$ cat src/counter_array_pkg.sv
// Shared constants for the counter array compare block
package counter_array_pkg;

	// ==========================================================
	// Array shape
	localparam int NUM_MOD = 5;
	localparam int WDT_MOD = 4;

	// ==========================================================
	// Register byte offsets on the bus
	localparam logic [7:0] OFS_CMODE = 8'h00;
	localparam logic [7:0] OFS_CNT_LO = 8'h04;
	localparam logic [7:0] OFS_CNT_HI = 8'h08;
	localparam logic [7:0] OFS_STATUS = 8'h0C;
	localparam logic [7:0] OFS_MASK = 8'h10;
	// Module n sits in page (MOD_PAGE_FIRST + n), 16 bytes each
	localparam logic [3:0] MOD_PAGE_FIRST = 4'h2;
	localparam logic [1:0] SUB_MODE = 2'h0;
	localparam logic [1:0] SUB_CMP_LO = 2'h1;
	localparam logic [1:0] SUB_CMP_HI = 2'h2;

	// ==========================================================
	// Module mode register fields
	localparam int MODE_COMPARATOR_ENABLE_BIT = 6;
	localparam int MODE_MAT = 3;
	localparam int MODE_TOG = 2;
	localparam int MODE_PWM = 1;

	// ==========================================================
	// Counter mode register fields
	localparam int COUNTER_MODE_REGISTER_RUN = 0;
	localparam int COUNTER_MODE_REGISTER_CPS_LO = 1;
	localparam int COUNTER_MODE_REGISTER_RESET_ON_MATCH_ENABLE = 6;
	localparam logic [1:0] CPS_SLOW = 2'h0;
	localparam logic [1:0] CPS_FAST = 2'h1;

	// ==========================================================
	// Status layout, divider and reset values
	localparam int ST_WDT = 5;
	localparam int ST_W = 6;
	localparam logic [3:0] DIV_SLOW = 4'hC;
	localparam logic [3:0] DIV_FAST = 4'h4;
	localparam logic [3:0] DIV_FULL = 4'h1;
	localparam logic [7:0] BYTE_RST = 8'h00;
	localparam logic [7:0] LOW_WRAP = 8'hFF;

	// ==========================================================
	// Bus slave states
	typedef enum logic [1:0] {
		BUS_IDLE = 2'b01,
		BUS_DATA = 2'b10
	} bus_state_t;

endpackage

$ cat src/compare_unit.sv
// One compare module: mode, compare pair, pulse-width and match logic
`timescale 1ns/1ps
module compare_unit import counter_array_pkg::*; (
	// Clock and reset
	input wire logic sys_clk,
	input wire logic nrst,
	// Register writes
	input wire logic wr_mode,
	input wire logic wr_lo,
	input wire logic wr_hi,
	input wire logic [7:0] wbyte,
	// Shared time base
	input wire logic [15:0] cnt,
	input wire logic tick,
	input wire logic step,
	// State seen by software and the pin
	output logic [7:0] mode_q,
	output logic [7:0] cmp_lo_q,
	output logic [7:0] cmp_hi_q,
	output logic pin_q,
	output logic match_evt
);

	// ==========================================================
	// Decode
	logic pwm_on; // Pulse-width mode selected
	logic cmp_en_q; // Comparator live, off between pair writes
	logic wrap; // Low byte about to roll from 255 to 00

	assign pwm_on = mode_q[MODE_COMPARATOR_ENABLE_BIT] & mode_q[MODE_PWM];
	assign wrap = tick & (cnt[7:0] == LOW_WRAP);
	// Match only on the cycle the counter took a new value
	assign match_evt = step & cmp_en_q & mode_q[MODE_COMPARATOR_ENABLE_BIT] &
		mode_q[MODE_MAT] & ~pwm_on & (cnt == {cmp_hi_q, cmp_lo_q});

	// ==========================================================
	// Mode register
	always_ff @(posedge sys_clk) begin
		if (!nrst) begin
			mode_q <= BYTE_RST;
		end else if (wr_mode) begin
			mode_q <= wbyte;
		end
	end

	// Active low byte; duty reloads only at wrap so a period never tears
	always_ff @(posedge sys_clk) begin
		if (!nrst) begin
			cmp_lo_q <= BYTE_RST;
		end else if (wr_lo) begin
			cmp_lo_q <= wbyte;
		end else if (pwm_on && wrap) begin
			cmp_lo_q <= cmp_hi_q;
		end
	end

	// High byte holds the duty value or the upper compare half
	always_ff @(posedge sys_clk) begin
		if (!nrst) begin
			cmp_hi_q <= BYTE_RST;
		end else if (wr_hi) begin
			cmp_hi_q <= wbyte;
		end
	end

	// Half-written pair must not match
	always_ff @(posedge sys_clk) begin
		if (!nrst) begin
			cmp_en_q <= 1'b1;
		end else if (wr_hi) begin
			cmp_en_q <= 1'b1;
		end else if (wr_lo) begin
			cmp_en_q <= 1'b0;
		end
	end

	// Pin: level compare in pulse mode, otherwise toggle on match when the toggle bit is set
	always_ff @(posedge sys_clk) begin
		if (!nrst) begin
			pin_q <= 1'b0;
		end else if (pwm_on) begin
			pin_q <= (cnt[7:0] >= cmp_lo_q);
		end else if (match_evt && mode_q[MODE_TOG]) begin
			pin_q <= ~pin_q;
		end
	end

	// ==========================================================
	// Checks
	a_pwm_level: assert property (@(posedge sys_clk) disable iff (!nrst)
		$past(pwm_on) && pwm_on |-> pin_q == ($past(cnt[7:0]) >= $past(cmp_lo_q)))
		else $error("pwm pin level wrong");
	a_duty_reload: assert property (@(posedge sys_clk) disable iff (!nrst)
		pwm_on && wrap && !wr_lo |=> cmp_lo_q == $past(cmp_hi_q))
		else $error("duty not reloaded at wrap");
	a_duty_hold: assert property (@(posedge sys_clk) disable iff (!nrst)
		pwm_on && !wrap && !wr_lo |=> $stable(cmp_lo_q))
		else $error("duty changed mid period");
	a_cmp_suspend: assert property (@(posedge sys_clk) disable iff (!nrst)
		wr_lo && !wr_hi ##1 !wr_hi |-> !cmp_en_q && !match_evt)
		else $error("match while pair half written");
	a_cmp_resume: assert property (@(posedge sys_clk) disable iff (!nrst)
		wr_hi |=> cmp_en_q)
		else $error("comparator not re-enabled");
	c_pwm_reload: cover property (@(posedge sys_clk) disable iff (!nrst)
		pwm_on && wrap && cmp_hi_q != cmp_lo_q);
	c_toggle: cover property (@(posedge sys_clk) disable iff (!nrst)
		match_evt && mode_q[MODE_TOG]);

endmodule

$ cat src/counter_array_pwm_watchdog.sv
// Counter array top: bus slave, shared counter, modules, watchdog, irq
//
// Notes on behaviour
// pulse pin low below compare, else high
// software sets pulse and comparator enable bits
// one shared counter sets every output frequency
// duty byte copied to compare at wrap
// software computes duty as 256 times (1-duty)
// only module 4 can act as watchdog
// 16-bit match in watchdog mode raises reset
// watchdog reset never drives external reset pin
// software arms module 4 and enable bit
// enable bit clear means no reset
// software refreshes compare, not shared counter
// software writes compare low before high
// refresh writes 00 then counter high byte
// refresh runs from main loop only
// low write suspends, high write resumes matching
// software also sets reset-output enable bit
// pulse output on own pin, counter-synchronous
//
// The implementer's own choices: the AHB-Lite interface to the registers and the register addresses.
`timescale 1ns/1ps
module counter_array_pwm_watchdog import counter_array_pkg::*; (
	// Clock and reset
	input wire logic sys_clk,
	input wire logic nrst,
	// AHB-Lite slave
	input wire logic hsel,
	input wire logic [31:0] haddr,
	input wire logic [1:0] htrans,
	input wire logic hwrite,
	input wire logic [2:0] hsize,
	input wire logic [31:0] hwdata,
	input wire logic hready,
	output logic hreadyout,
	output logic [31:0] hrdata,
	output logic hresp,
	// Module pins
	output logic [NUM_MOD-1:0] module_io_pin,
	// System outputs
	output logic internal_reset,
	output logic irq
);

	// ==========================================================
	// Bus slave
	bus_state_t bus_q; // Address or data phase
	logic [7:0] addr_q; // Latched byte offset
	logic write_q; // Latched direction
	logic accept; // Address phase taken this edge
	logic wr_en; // Write data present
	logic [7:0] wbyte; // Written byte, low lane
	logic [7:0] rd_byte; // Read mux result

	// Only NONSEQ/SEQ transfers start a data phase
	assign accept = hsel & htrans[1] & hready & (bus_q == BUS_IDLE);
	assign wr_en = (bus_q == BUS_DATA) & write_q;
	assign wbyte = hwdata[7:0];

	// Phase sequencer: one wait state lets reads see the last write
	always_ff @(posedge sys_clk) begin
		if (!nrst) begin
			bus_q <= BUS_IDLE;
			hreadyout <= 1'b1;
		end else begin
			case (bus_q)
				BUS_IDLE: begin
					if (accept) begin
						bus_q <= BUS_DATA;
						hreadyout <= 1'b0;
					end
				end
				BUS_DATA: begin
					bus_q <= BUS_IDLE;
					hreadyout <= 1'b1;
				end
				default: begin
					bus_q <= BUS_IDLE;
					hreadyout <= 1'b1;
				end
			endcase
		end
	end

	// Address phase capture; upper address bits are not decoded
	always_ff @(posedge sys_clk) begin
		if (!nrst) begin
			addr_q <= BYTE_RST;
			write_q <= 1'b0;
		end else if (accept) begin
			addr_q <= haddr[7:0];
			write_q <= hwrite;
		end
	end

	// Read data registered in the data phase, zero for unmapped
	always_ff @(posedge sys_clk) begin
		if (!nrst) begin
			hrdata <= 32'h0000_0000;
		end else if (bus_q == BUS_DATA) begin
			hrdata <= {24'h00_0000, write_q ? BYTE_RST : rd_byte};
		end
	end

	// Every transfer is answered OKAY
	always_ff @(posedge sys_clk) begin
		if (!nrst) begin
			hresp <= 1'b0;
		end else begin
			hresp <= 1'b0;
		end
	end

	// ==========================================================
	// Module page decode
	logic [3:0] mod_sel; // Module index from the page
	logic mod_hit; // Offset falls in a module page

	assign mod_sel = addr_q[7:4] - MOD_PAGE_FIRST;
	assign mod_hit = (addr_q[7:4] >= MOD_PAGE_FIRST) &&
		(mod_sel < 4'(NUM_MOD)) && (addr_q[1:0] == 2'h0) &&
		(addr_q[3:2] != 2'h3);

	// ==========================================================
	// Counter mode register
	logic [7:0] cmode_q; // Run, clock select, reset-on-match enable

	// Written whole; firmware read-modify-writes to set single bits
	always_ff @(posedge sys_clk) begin
		if (!nrst) begin
			cmode_q <= BYTE_RST;
		end else if (wr_en && addr_q == OFS_CMODE) begin
			cmode_q <= wbyte;
		end
	end

	// ==========================================================
	// Prescaler
	logic [3:0] pre_q; // Cycles since last tick
	logic [3:0] div; // Selected divide ratio
	logic tick_q; // One-cycle counter enable

	// Clock source select
	always_comb begin
		case (cmode_q[COUNTER_MODE_REGISTER_CPS_LO +: 2])
			CPS_SLOW: div = DIV_SLOW;
			CPS_FAST: div = DIV_FAST;
			default: div = DIV_FULL;
		endcase
	end

	// Divider produces the enable pulse that paces the counter
	always_ff @(posedge sys_clk) begin
		if (!nrst) begin
			pre_q <= 4'h0;
			tick_q <= 1'b0;
		end else if (!cmode_q[COUNTER_MODE_REGISTER_RUN]) begin
			pre_q <= 4'h0;
			tick_q <= 1'b0;
		end else if (pre_q >= div - 4'h1) begin
			pre_q <= 4'h0;
			tick_q <= 1'b1;
		end else begin
			pre_q <= pre_q + 4'h1;
			tick_q <= 1'b0;
		end
	end

	// ==========================================================
	// Shared counter
	logic [15:0] cnt_q; // Single time base for all modules
	logic cnt_wr; // Software writes a counter byte
	logic step_q; // Counter took a new value last edge

	assign cnt_wr = wr_en &&
		(addr_q == OFS_CNT_LO || addr_q == OFS_CNT_HI);

	// Software write wins over a tick in the same cycle
	always_ff @(posedge sys_clk) begin
		if (!nrst) begin
			cnt_q <= 16'h0000;
		end else if (wr_en && addr_q == OFS_CNT_LO) begin
			cnt_q[7:0] <= wbyte;
		end else if (wr_en && addr_q == OFS_CNT_HI) begin
			cnt_q[15:8] <= wbyte;
		end else if (tick_q) begin
			cnt_q <= cnt_q + 16'h0001;
		end
	end

	// Matches are judged once per counter value, not per cycle
	always_ff @(posedge sys_clk) begin
		if (!nrst) begin
			step_q <= 1'b0;
		end else begin
			step_q <= tick_q && !cnt_wr;
		end
	end

	// ==========================================================
	// Compare modules
	logic [7:0] mode_a [NUM_MOD]; // Mode registers
	logic [7:0] lo_a [NUM_MOD]; // Compare low bytes
	logic [7:0] hi_a [NUM_MOD]; // Compare high bytes
	logic [NUM_MOD-1:0] match_evt; // Per-module match pulses

	// Every module sees the same counter, tick and step
	for (genvar g = 0; g < NUM_MOD; g++) begin : g_mod
		logic sel; // This module's page addressed for write
		assign sel = wr_en & mod_hit & (mod_sel == 4'(g));
		compare_unit u_cmp (
			.sys_clk(sys_clk),
			.nrst(nrst),
			.wr_mode(sel & (addr_q[3:2] == SUB_MODE)),
			.wr_lo(sel & (addr_q[3:2] == SUB_CMP_LO)),
			.wr_hi(sel & (addr_q[3:2] == SUB_CMP_HI)),
			.wbyte(wbyte),
			.cnt(cnt_q),
			.tick(tick_q & ~cnt_wr),
			.step(step_q),
			.mode_q(mode_a[g]),
			.cmp_lo_q(lo_a[g]),
			.cmp_hi_q(hi_a[g]),
			.pin_q(module_io_pin[g]),
			.match_evt(match_evt[g])
		);
	end

	// ==========================================================
	// Watchdog
	logic wdt_fire; // Module 4 matched while armed

	// Only the last module is wired to reset; it keeps all other modes
	assign wdt_fire = match_evt[WDT_MOD] & cmode_q[COUNTER_MODE_REGISTER_RESET_ON_MATCH_ENABLE];

	// Reset request is internal only; no external reset pin exists
	always_ff @(posedge sys_clk) begin
		if (!nrst) begin
			internal_reset <= 1'b0;
		end else begin
			internal_reset <= wdt_fire;
		end
	end

	// ==========================================================
	// Interrupts
	logic [ST_W-1:0] status_q; // Sticky events
	logic [ST_W-1:0] mask_q; // Enables onto irq
	logic [ST_W-1:0] st_set; // Events this cycle
	logic [ST_W-1:0] st_clr; // Write-one-to-clear

	assign st_set = {wdt_fire, match_evt};
	assign st_clr = (wr_en && addr_q == OFS_STATUS) ?
		wbyte[ST_W-1:0] : {ST_W{1'b0}};

	// A new event beats a clear in the same cycle
	always_ff @(posedge sys_clk) begin
		if (!nrst) begin
			status_q <= {ST_W{1'b0}};
		end else begin
			status_q <= (status_q & ~st_clr) | st_set;
		end
	end

	// Mask register
	always_ff @(posedge sys_clk) begin
		if (!nrst) begin
			mask_q <= {ST_W{1'b0}};
		end else if (wr_en && addr_q == OFS_MASK) begin
			mask_q <= wbyte[ST_W-1:0];
		end
	end

	// Level interrupt
	always_ff @(posedge sys_clk) begin
		if (!nrst) begin
			irq <= 1'b0;
		end else begin
			irq <= |(status_q & mask_q);
		end
	end

	// ==========================================================
	// Read mux
	always_comb begin
		rd_byte = BYTE_RST;
		case (addr_q)
			OFS_CMODE: rd_byte = cmode_q;
			OFS_CNT_LO: rd_byte = cnt_q[7:0];
			OFS_CNT_HI: rd_byte = cnt_q[15:8];
			OFS_STATUS: rd_byte = {{(8-ST_W){1'b0}}, status_q};
			OFS_MASK: rd_byte = {{(8-ST_W){1'b0}}, mask_q};
			default: rd_byte = BYTE_RST;
		endcase
		// Module pages
		for (int i = 0; i < NUM_MOD; i++) begin
			if (mod_hit && mod_sel == 4'(i)) begin
				case (addr_q[3:2])
					SUB_MODE: rd_byte = mode_a[i];
					SUB_CMP_LO: rd_byte = lo_a[i];
					SUB_CMP_HI: rd_byte = hi_a[i];
					default: rd_byte = BYTE_RST;
				endcase
			end
		end
	end

	// ==========================================================
	// Checks
	a_count_step: assert property (@(posedge sys_clk) disable iff (!nrst)
		tick_q && !cnt_wr |=> cnt_q == $past(cnt_q) + 16'h0001)
		else $error("counter did not advance on tick");
	a_count_hold: assert property (@(posedge sys_clk) disable iff (!nrst)
		!tick_q && !cnt_wr |=> $stable(cnt_q))
		else $error("counter moved without tick");
	a_wdt_reset: assert property (@(posedge sys_clk) disable iff (!nrst)
		match_evt[WDT_MOD] && cmode_q[COUNTER_MODE_REGISTER_RESET_ON_MATCH_ENABLE] |=> internal_reset)
		else $error("watchdog match gave no reset");
	a_wdt_gate: assert property (@(posedge sys_clk) disable iff (!nrst)
		!cmode_q[COUNTER_MODE_REGISTER_RESET_ON_MATCH_ENABLE] |=> !internal_reset)
		else $error("reset while watchdog disabled");
	a_wdt_only4: assert property (@(posedge sys_clk) disable iff (!nrst)
		internal_reset |-> $past(match_evt[WDT_MOD]))
		else $error("reset without module 4 match");
	a_reset_pulse: assert property (@(posedge sys_clk) disable iff (!nrst)
		internal_reset |=> !internal_reset)
		else $error("internal reset held too long");
	// Bus timing: exactly one wait state per transfer
	a_bus_wait: assert property (@(posedge sys_clk) disable iff (!nrst)
		accept |=> !hreadyout && bus_q == BUS_DATA)
		else $error("no wait state after address phase");
	a_bus_ready: assert property (@(posedge sys_clk) disable iff (!nrst)
		!hreadyout |=> hreadyout)
		else $error("wait state longer than one cycle");
	// Sticky events survive a clear written in the same cycle
	a_status_set: assert property (@(posedge sys_clk) disable iff (!nrst)
		|st_set |=> (status_q & $past(st_set)) == $past(st_set))
		else $error("event lost against clear");
	a_irq_level: assert property (@(posedge sys_clk) disable iff (!nrst)
		irq == $past(|(status_q & mask_q)))
		else $error("irq does not follow masked status");
	a_step_tick: assert property (@(posedge sys_clk) disable iff (!nrst)
		step_q |-> $past(tick_q) && !$past(cnt_wr))
		else $error("match step without counter tick");
	c_wdt_fire: cover property (@(posedge sys_clk) disable iff (!nrst)
		internal_reset);
	c_irq: cover property (@(posedge sys_clk) disable iff (!nrst)
		$rose(irq));

endmodule

$ cat config.mk
export PLATFORM = sky130hd
export DESIGN_NAME = counter_array_pwm_watchdog
export DESIGN_NICKNAME = d
export VERILOG_FILES = /design/src/counter_array_pkg.sv /design/src/compare_unit.sv /design/src/counter_array_pwm_watchdog.sv
export SDC_FILE = /design/constraint.sdc
export NUM_CORES = 1
export LEC_CHECK = 0
export ABC_AREA = 0
export BUFFER_PORTS_ARGS = -buffer_cell sky130_fd_sc_hd__buf_4
export CORE_MARGIN = 10
export CORE_UTILIZATION = 35
export CTS_BUF_LIST = sky130_fd_sc_hd__clkbuf_8
export CTS_CLUSTER_DIAMETER = 50
export DETAILED_ROUTE_END_ITERATION = 6
export PLACE_DENSITY = 0.59
export SLEW_MARGIN = 15
export SYNTH_ARGS = -nofsm -noshare
export SYNTH_HDL_FRONTEND = slang
export SYNTH_HIERARCHICAL = 1
export SYNTH_SLANG_ARGS = --single-unit
$ cat constraint.sdc
create_clock -name sys_clk -period 2.8 [get_ports sys_clk]
set_clock_uncertainty 0.1 [all_clocks]
set_input_delay 0.28 -clock sys_clk [delete_from_list [all_inputs] [get_ports sys_clk]]
set_output_delay 0.28 -clock sys_clk [all_outputs]
set_load 0.03 [all_outputs]
==> results by group, run 1 <==
Status
  • Outcome: finished, final reports clean

Clock network
  • CTS Sinks: between 150 and 200
  • Postcts setup bufs: 0
  • # H-tree levels: 4
  • Worst-path clk slew: 0.11 ns
  • CTS tree: yes
  • Later-pin clock latency in the skew report: approximately 0.51 ns
  • Root buf cell: clkbuf_8
  • Clock buffer depth: 2
  • TritonCTS Buffers: 17

Setup path
  • Critical Path RT: between 3 and 4 ns
  • Top Family by Delay on Critical Path: simple AND/OR/NAND/NOR gates
  • R2R setup slack: 0.11 ns
  • WS Path Type: flop to flop
  • FF-to-FF End: g_mod[2].u_cmp/cmp_lo_q[2]
  • Worst stage delay on the critical path: between 0.4 and 0.5 ns
  • CP Launch Type: flop
  • Worst-path maximum fanout: 9
  • CP Buf/Inv Count: 2
  • Slowest-stage cell, CP: or3_4
  • CP Cell Sequence: inv_1 > ha_1 > or3b_4 > a21o_1 > or3_4 > nor2_2 > buf_6 > mux2i_1 > nand2_1 > o211a_1
  • Critical Path End Type: flop
  • WP data arrival: 3.00 ns
  • Worst r2r path cells: 10
  • Critical R2R Launch: addr_q[5]

Drt
  • DRC Markers: 0
  • DRT Wirelength: approximately 37 mm
  • Met2 wire length: between 15 and 20 mm
  • Post-DR vias/cell: about 5.5
  • DRT iter0 DRCs: between 700 and 800
  • Met3 WL post-DR: around 2.3 mm
  • First-pass detailed-route iteration total: 6
  • Met1 wire length: between 15 and 20 mm
  • Max Used Layer: met4
  • Average wire per standard cell: 20.7 µm
  • Antenna Nets Post-Route: 0
  • Via count: between 9000 and 10000

STA
  • Worst hold slack: around 0.12 ns
  • Final period util: 96.0%
  • Max-slew violation count: 0
  • Worst Max-Slew Pin Slew: about 1.2 ns
  • Final hold vios: 0
  • Minimum clock period: 2.69 ns
  • Final setup fails: 0
  • F_max: about 0.37 GHz
  • Normalized max-slew margin: a little under a quarter

Power
  • P per Cell Area: 391 nW/µm²
  • Gate power share: roughly 6.7%
  • Switching pwr: between 1000 and 1500 µW
  • Seq pwr share: 54.0%
  • Worst vdd ir: 0.285 mV
  • Clock share of power: about two fifths
  • Sw Share: about 26%
  • Pleak: 0.00500 µW
  • Pint: 3780 µW

Placement
  • PortBufs: 37
  • Dpl cells: 1766
  • Placer Congestion: around 0.95
  • HPWL after DPL: about 26 mm

Floorplan
  • Die area: between 40000 and 50000 µm²
  • Initial Utilization: 35.5%
  • Core area: around 32000 µm²
  • Die Span Y: ~200 µm
  • Row count: 66
  • I/O pin count: 115
  • Chip width: 201 µm

Global routing
  • First-pass GRT wire length: approximately 57 mm
  • Largest net degree at the start of global routing: 144
  • Vias in the first global route: between 9000 and 10000
  • GRT overflow: 0
  • Total track usage: between 10% and 20%
  • Initial antenna violation count: 0

Final layout
  • Fill count: 3299
  • NumNets Final: 1474
  • Fraction of layout cells with a size suffix above 1: about 12%
  • Non-filler cells, final: between 1500 and 2000
  • Synthesis-to-layout area growth: 13.3%

Synthesis
  • Most common flop cell mapped by yosys: dfxtp_1
  • Post-synth EDFFs: 0
  • Ys Warns: 6
  • Syn Area/Cell: roughly 9 µm²
  • Synthesized cell area: roughly 12000 µm²
  • Ys async rst share: 0%
  • Flop and latch count out of synthesis: a little under 200
  • Sequential area share after synthesis: 33.6%
  • Synthesized instance count: ~1300
  • Synth cell types: between 70 and 80

Min path
  • Hold WC Path Type: primary input to flop
  • Hold EP: cnt_q[6]
  • Hold path depth: 3
  • Hold path startpoint: hwdata[6]

Run
  • Maxcap violations: 0
## Yosys cell counts, drive strengths merged (26+ instances only)
master	n	area, µm²
a21oi	36	195
nor2	86	335
dfxtp	193	3860
nand4	26	169
o211a	42	420
inv	60	225
nor2b	82	513
ha	46	576
o21ai	58	290
buf	67	424
clkbuf	27	101
mux2i	195	1950
xor2	48	420
nand2	124	465
## metrics by stage
| step | setup slack (ns) | setup TNS (ns) | total power (µW) | utilization [%] | cell area [µm²] |
|---|---|---|---|---|---|
| 2_1_floorplan | 0.0316 | 0 | 3030 | - | 11600 |
| 3_3_place_gp | 0.184 | 0 | 3140 | 38.4 | 12500 |
| 3_5_place_dp | 0.135 | 0 | 3140 | 38.4 | 12500 |
| 4_1_cts | 0.0985 | 0 | 5140 | 40.1 | 13000 |
| 5_1_grt | -0.000865 | -0.000865 | 5260 | 40.2 | 13000 |
| 6_report | 0.112 | 0 | 5100 | 40.2 | 13000 |
## per-layer routing
| layer | up-vias | GRT usage, % |
|---|---|---|
| li1 | 4672 | - |
| met1 | 4816 | 23.5 |
| met2 | 344 | 28.6 |
| met3 | 80 | 2.36 |
| met4 | 0 | 9.23 |
| met5 | - | 0 |
## state kept, by name (all words and copies together) (netlist names)
signal                cells
hrdata                    8
g_mod.u_cmp/pin_q         5
status_q                  6
g_mod.u_cmp/cmp_en_q      5
g_mod.u_cmp/mode_q       40
cmode_q                   8
irq                       1
bus_q                     2
internal_reset            1
mask_q                    6
pre_q                     4
tick_q                    1
cnt_q                    16
write_q                   1
step_q                    1
g_mod.u_cmp/cmp_lo_q     40
g_mod.u_cmp/cmp_hi_q     40
addr_q                    8
## layout make-up
| class | instances | area (µm²) | share of cell area [%] |
|---|---|---|---|
| Clock inverter | 13 | 160 | 1.23 |
| Clock buffer | 19 | 262 | 2.01 |
| Timing Repair Buffer | 114 | 950 | 7.29 |
| Inverter | 60 | 225 | 1.73 |
| Tap cell | 442 | 553 | 4.24 |
| Sequential cell | 193 | 3870 | 29.7 |
| Multi-Input combinational cell | 968 | 7010 | 53.8 |
| Antenna cell | 1 | 2.50 | 0.0192 |
## layout by cell type, fill, tap and decap left out, drive strengths merged, types with 15 or more instances in the layout
cell	count
o211a	42
conb	25
ha	46
nor4	15
nand3	16
nor3	19
nand2	124
nand4	26
clkbuf	19
mux2i	195
nor2	86
nor2b	82
o21ai	58
inv	66
buf	103
a21oi	36
xor2	48
dfxtp	193
## worst reg2reg max path: cells and delay by family, from the launching register on
kind / cells / cell delay [ns]
simple gates: 4 / 1.07
compound gates: 2 / 0.36
flops: 1 / 0.35
buf+inv: 2 / 0.27
fa+ha+maj: 1 / 0.23
mux: 1 / 0.22
## how the worst max path moves through the flow
| stage | startpoint | endpoint | depth (start not counted) |
|---|---|---|---|
| 2_1_floorplan | addr_q[5] | g_mod[0].u_cmp/cmp_lo_q[6] | 13 |
| 3_3_place_gp | addr_q[5] | g_mod[2].u_cmp/cmp_lo_q[0] | 10 |
| 3_5_place_dp | addr_q[5] | g_mod[2].u_cmp/cmp_lo_q[7] | 10 |
| 4_1_cts | addr_q[5] | g_mod[2].u_cmp/cmp_lo_q[7] | 10 |
| 5_1_grt | addr_q[5] | g_mod[2].u_cmp/cmp_lo_q[2] | 10 |
| 6_report | addr_q[5] | g_mod[2].u_cmp/cmp_lo_q[2] | 10 |
## power by group through the flow
stage | sequential, µW | clock [µW] | combinational (µW)
global placement | 2820 | 0 | 322
CTS | 2750 | 2050 | 336
detailed placement | 2820 | 0 | 323
finish | 2750 | 2000 | 341
floorplan | 2820 | 0 | 208
global route | 2760 | 2150 | 356
## cells by family (layout without fill, tap and decap cells)
family / Yosys count / in the layout / share of synthesized area (%)
AND/OR/NAND/NOR: 415 / 415 / 18.6
AO/OA/AOI/OAI: 232 / 232 / 15.0
multiplexers: 196 / 196 / 17.2
flip-flops: 193 / 193 / 33.6
buffers and inverters: 154 / 206 / 6.52
XOR/XNOR: 54 / 54 / 4.11
adder cells (fa/ha/maj): 46 / 46 / 5.00
other: 1 / 26 / 0.0326
## what timing repair did
action,CTS,global route
hold endpoints to repair,10,0
hold buffers,11,0
resized for setup,0,5
endpoints found under the setup margin,0,22
No activity file was read; power rests on OpenSTA's default activity.
==> inputs of run 2 (changes only) <==
- CORE_UTILIZATION: 35 -> 56
- PLACE_DENSITY: 0.59 -> 0.84
==> run 2 against run 1 <==
Effect of this change: the flow now finishes with violations (design-rule violations); non-clock buffer count down 14; combinational power decreased by 5%; clock power shrank 9.5%; design area is 3.3% lower; power fell by 4.2%; register-to-register slack improved by 0.05 ns; sequential power about the same; utilization increased by 22 points; critical endpoint is now g_mod[2].u_cmp/cmp_lo_q[4].
==> results by group, run 2 (synthesis results as in run 1) <==
Floorplan
  • Core area: 20200 µm² (-38%)
  • Die area: 26700 µm² (-34%)
  • Row count: 52 (-21%)
  • Die Span Y: 163 µm (-19%)
  • Chip width: 163 µm (-19%)
  • Initial Utilization: 56.9% (+21 points)
  • I/O pin count: 115 (unchanged)

Clock network
  • TritonCTS Buffers: 17 (unchanged)
  • CTS Sinks: 193 (unchanged)
  • Later-pin clock latency in the skew report: 0.49 ns (-0.02 ns)
  • Worst-path clk slew: 0.10 ns (about the same)
  • Root buf cell: clkbuf_8
  • Postcts setup bufs: 0 (unchanged)
  • # H-tree levels: 4 (unchanged)
  • CTS tree: yes
  • Clock buffer depth: 2 (unchanged)

Final layout
  • Commonest cells after routing, fill and taps aside: mux2i_1 (195), dfxtp_1 (191), nand2_1 (124)
  • Final Instance Area: 12600 µm² (-3.3%)
  • FF+latch area: 3870 µm² (unchanged)
  • Commonest non-fill, non-tap cell in the layout: mux2i_1
  • Ant diodes: 0 (-1)
  • NumNets Final: 1460 (-0.95%)
  • Synthesis-to-layout area growth: 9.53%
  • Top Registers: g_mod.u_cmp/cmp_hi_q (40), g_mod.u_cmp/cmp_lo_q (40), g_mod.u_cmp/mode_q (40)
  • Non-filler cells, final: 1623 (-10%)
  • Fill count: 1649 (-50%)
  • Fraction of layout cells with a size suffix above 1: 11.8% (-0.61 points)
  • Multi-input gate area: 6990 µm² (-0.29%)

Setup path
  • CP Cell Sequence: inv_1 > ha_1 > or3b_4 > a21o_1 > or3_4 > nor2_2 > buf_4 > mux2i_1 > nand2_1 > o211a_1
  • WP data arrival: 2.92 ns (-0.08 ns)
  • Worst stage delay on the critical path: 0.42 ns (about the same)
  • WS Path Type: flop to flop
  • Slowest-stage cell, CP: or3_4
  • Worst-path maximum fanout: 6 (-3)
  • CP Buf/Inv Count: 2 (unchanged)
  • Critical Path RT: 3.08 ns (-0.03 ns)
  • Top Family by Delay on Critical Path: simple AND/OR/NAND/NOR gates
  • Critical Path End Type: flop
  • CP Launch Type: flop

STA
  • F_max: 0.379 GHz (+1.8%)
  • Minimum clock period: 2.64 ns (-0.0464 ns)
  • Final setup fails: 0 (unchanged)
  • Setup ws final: 0.158 ns (+0.0464 ns)
  • Sum Neg Setup Slack: 0 ns (unchanged)
  • Max-slew violation count: 0 (unchanged)
  • Normalized max-slew margin: 34.3% (+11 points)
  • Final hold vios: 0 (unchanged)
  • RSZ-0062 raised after global routing: false
  • Final period util: 94.3% (-1.7 points)
  • Worst Max-Slew Pin Slew: 0.986 ns (-0.169 ns)
  • Worst hold slack: 0.0284 ns (-0.0888 ns)

Placement
  • Dpl cells: 1582 (-10%)
  • Placer Congestion: 0.986 (+3.4%)
  • PortBufs: 37 (unchanged)
  • Placed cell area: 12100 µm² (-2.7%)
  • HPWL after DPL: 23.8 mm (-7.4%)
  • Pre-CTS setup slack: 0.200 ns (+0.0643 ns)

Power
  • Worst vdd ir: 0.291 mV (+2.2%)
  • P per Cell Area: 388 nW/µm² (-0.90%)
  • Pleak: 0.00491 µW (-1.9%)

Drt
  • DRC Markers: 1 (+1)
  • Post-DR vias/cell: 6.31 (+15%)
  • DRT iter0 DRCs: 1286 (+61%)
  • First-pass detailed-route iteration total: 7 (+1)
  • Average wire per standard cell: 21.4 µm (+3.5%)
  • Via count: 10243 (+3.3%)
  • Antenna Nets Post-Route: 0 (unchanged)
  • DRT Wirelength: 34.8 mm (-7.2%)

Status
  • Outcome: complete, but fails checks
  • Failing checks: design-rule violations

Global routing
  • First-pass GRT wire length: 53.7 mm (-6.3%)
  • GRT overflow: 0 (unchanged)
  • Total track usage: 25.3% (+7.3 points)
  • Initial antenna violation count: 0 (unchanged)
  • Largest net degree at the start of global routing: 144 (unchanged)
  • Vias in the first global route: 9840 (+2.9%)

Run
  • Maxcap violations: 0 (unchanged)

Min path
  • Hold WC Path Type: primary input to flop
-- run 2: changes by cell type in the layout (fill, tap and decap cells not counted), moves of 2 or more --
cell / change
buf_4: -8
bufinv_16: -2
dlygate4sd3_1: -2
inv_1: -3
clkinv_2: +5
buf_12: -3
-- run 2: area by class of cell --
| type | count | share of cell area, % |
|---|---|---|
| clock inverter | 12 | 0.844 |
| multi-input combinational | 968 | 55.5 |
| tap | 270 | 2.68 |
| inverter | 60 | 1.79 |
| sequential | 193 | 30.7 |
| timing repair buffer | 100 | 6.33 |
| clock buffer | 20 | 2.18 |
-- run 2: timing repair --
action / CTS / global route
endpoints found under the setup margin: 0 / 3
hold buffers: 9 / 0
hold endpoints to repair: 9 / 0
gates resized for setup: 0 / 1
-- run 2: worst reg2reg max path, delay by kind of cell (launching register included) --
kind	cells	cell delay, ns
flops	1	0.40
compound gates	2	0.32
buf+inv	2	0.26
fa+ha+maj	1	0.20
simple gates	4	1.06
mux	1	0.20
-- run 2: metrics by stage --
step / power [µW] / utilization, %
floorplan: 3030 / -
global placement: 3120 / 60.0
detailed placement: 3120 / 60.0
CTS: 4890 / 62.3
global route: 5000 / 62.3
finish: 4890 / 62.3
-- run 2: power breakdown --
| part | internal, µW | total (µW) | switching, µW |
|---|---|---|---|
| combinational | 93.8 | 323 | 229 |
| clock | 778 | 1810 | 1030 |
| sequential | 2750 | 2760 | 9.48 |
| total | 3620 | 4890 | 1270 |
-- run 2: path summary, 6_finish.rpt --
| check | from | to | slack (ns) | depth (start not counted) |
|---|---|---|---|---|
| worst max-delay path | addr_q[6] | g_mod[2].u_cmp/cmp_lo_q[4] | 0.16 | 10 |
| worst min-delay path | hready | bus_q[1] | 0.03 | 3 |
| worst min register to register | hrdata[6] | hrdata[6] | 0.36 | 2 |
| worst max register to register | addr_q[6] | g_mod[2].u_cmp/cmp_lo_q[4] | 0.16 | 10 |
-- run 2: layer usage --
metal  up-vias  routed length (µm)  GRT usage (%)
met3       164                3710           4.76
met2       619               15500           39.3
met1      4817               13600           32.2
met4         0                1930           14.7
li1       4643                   -              -
met5         -                   0              0
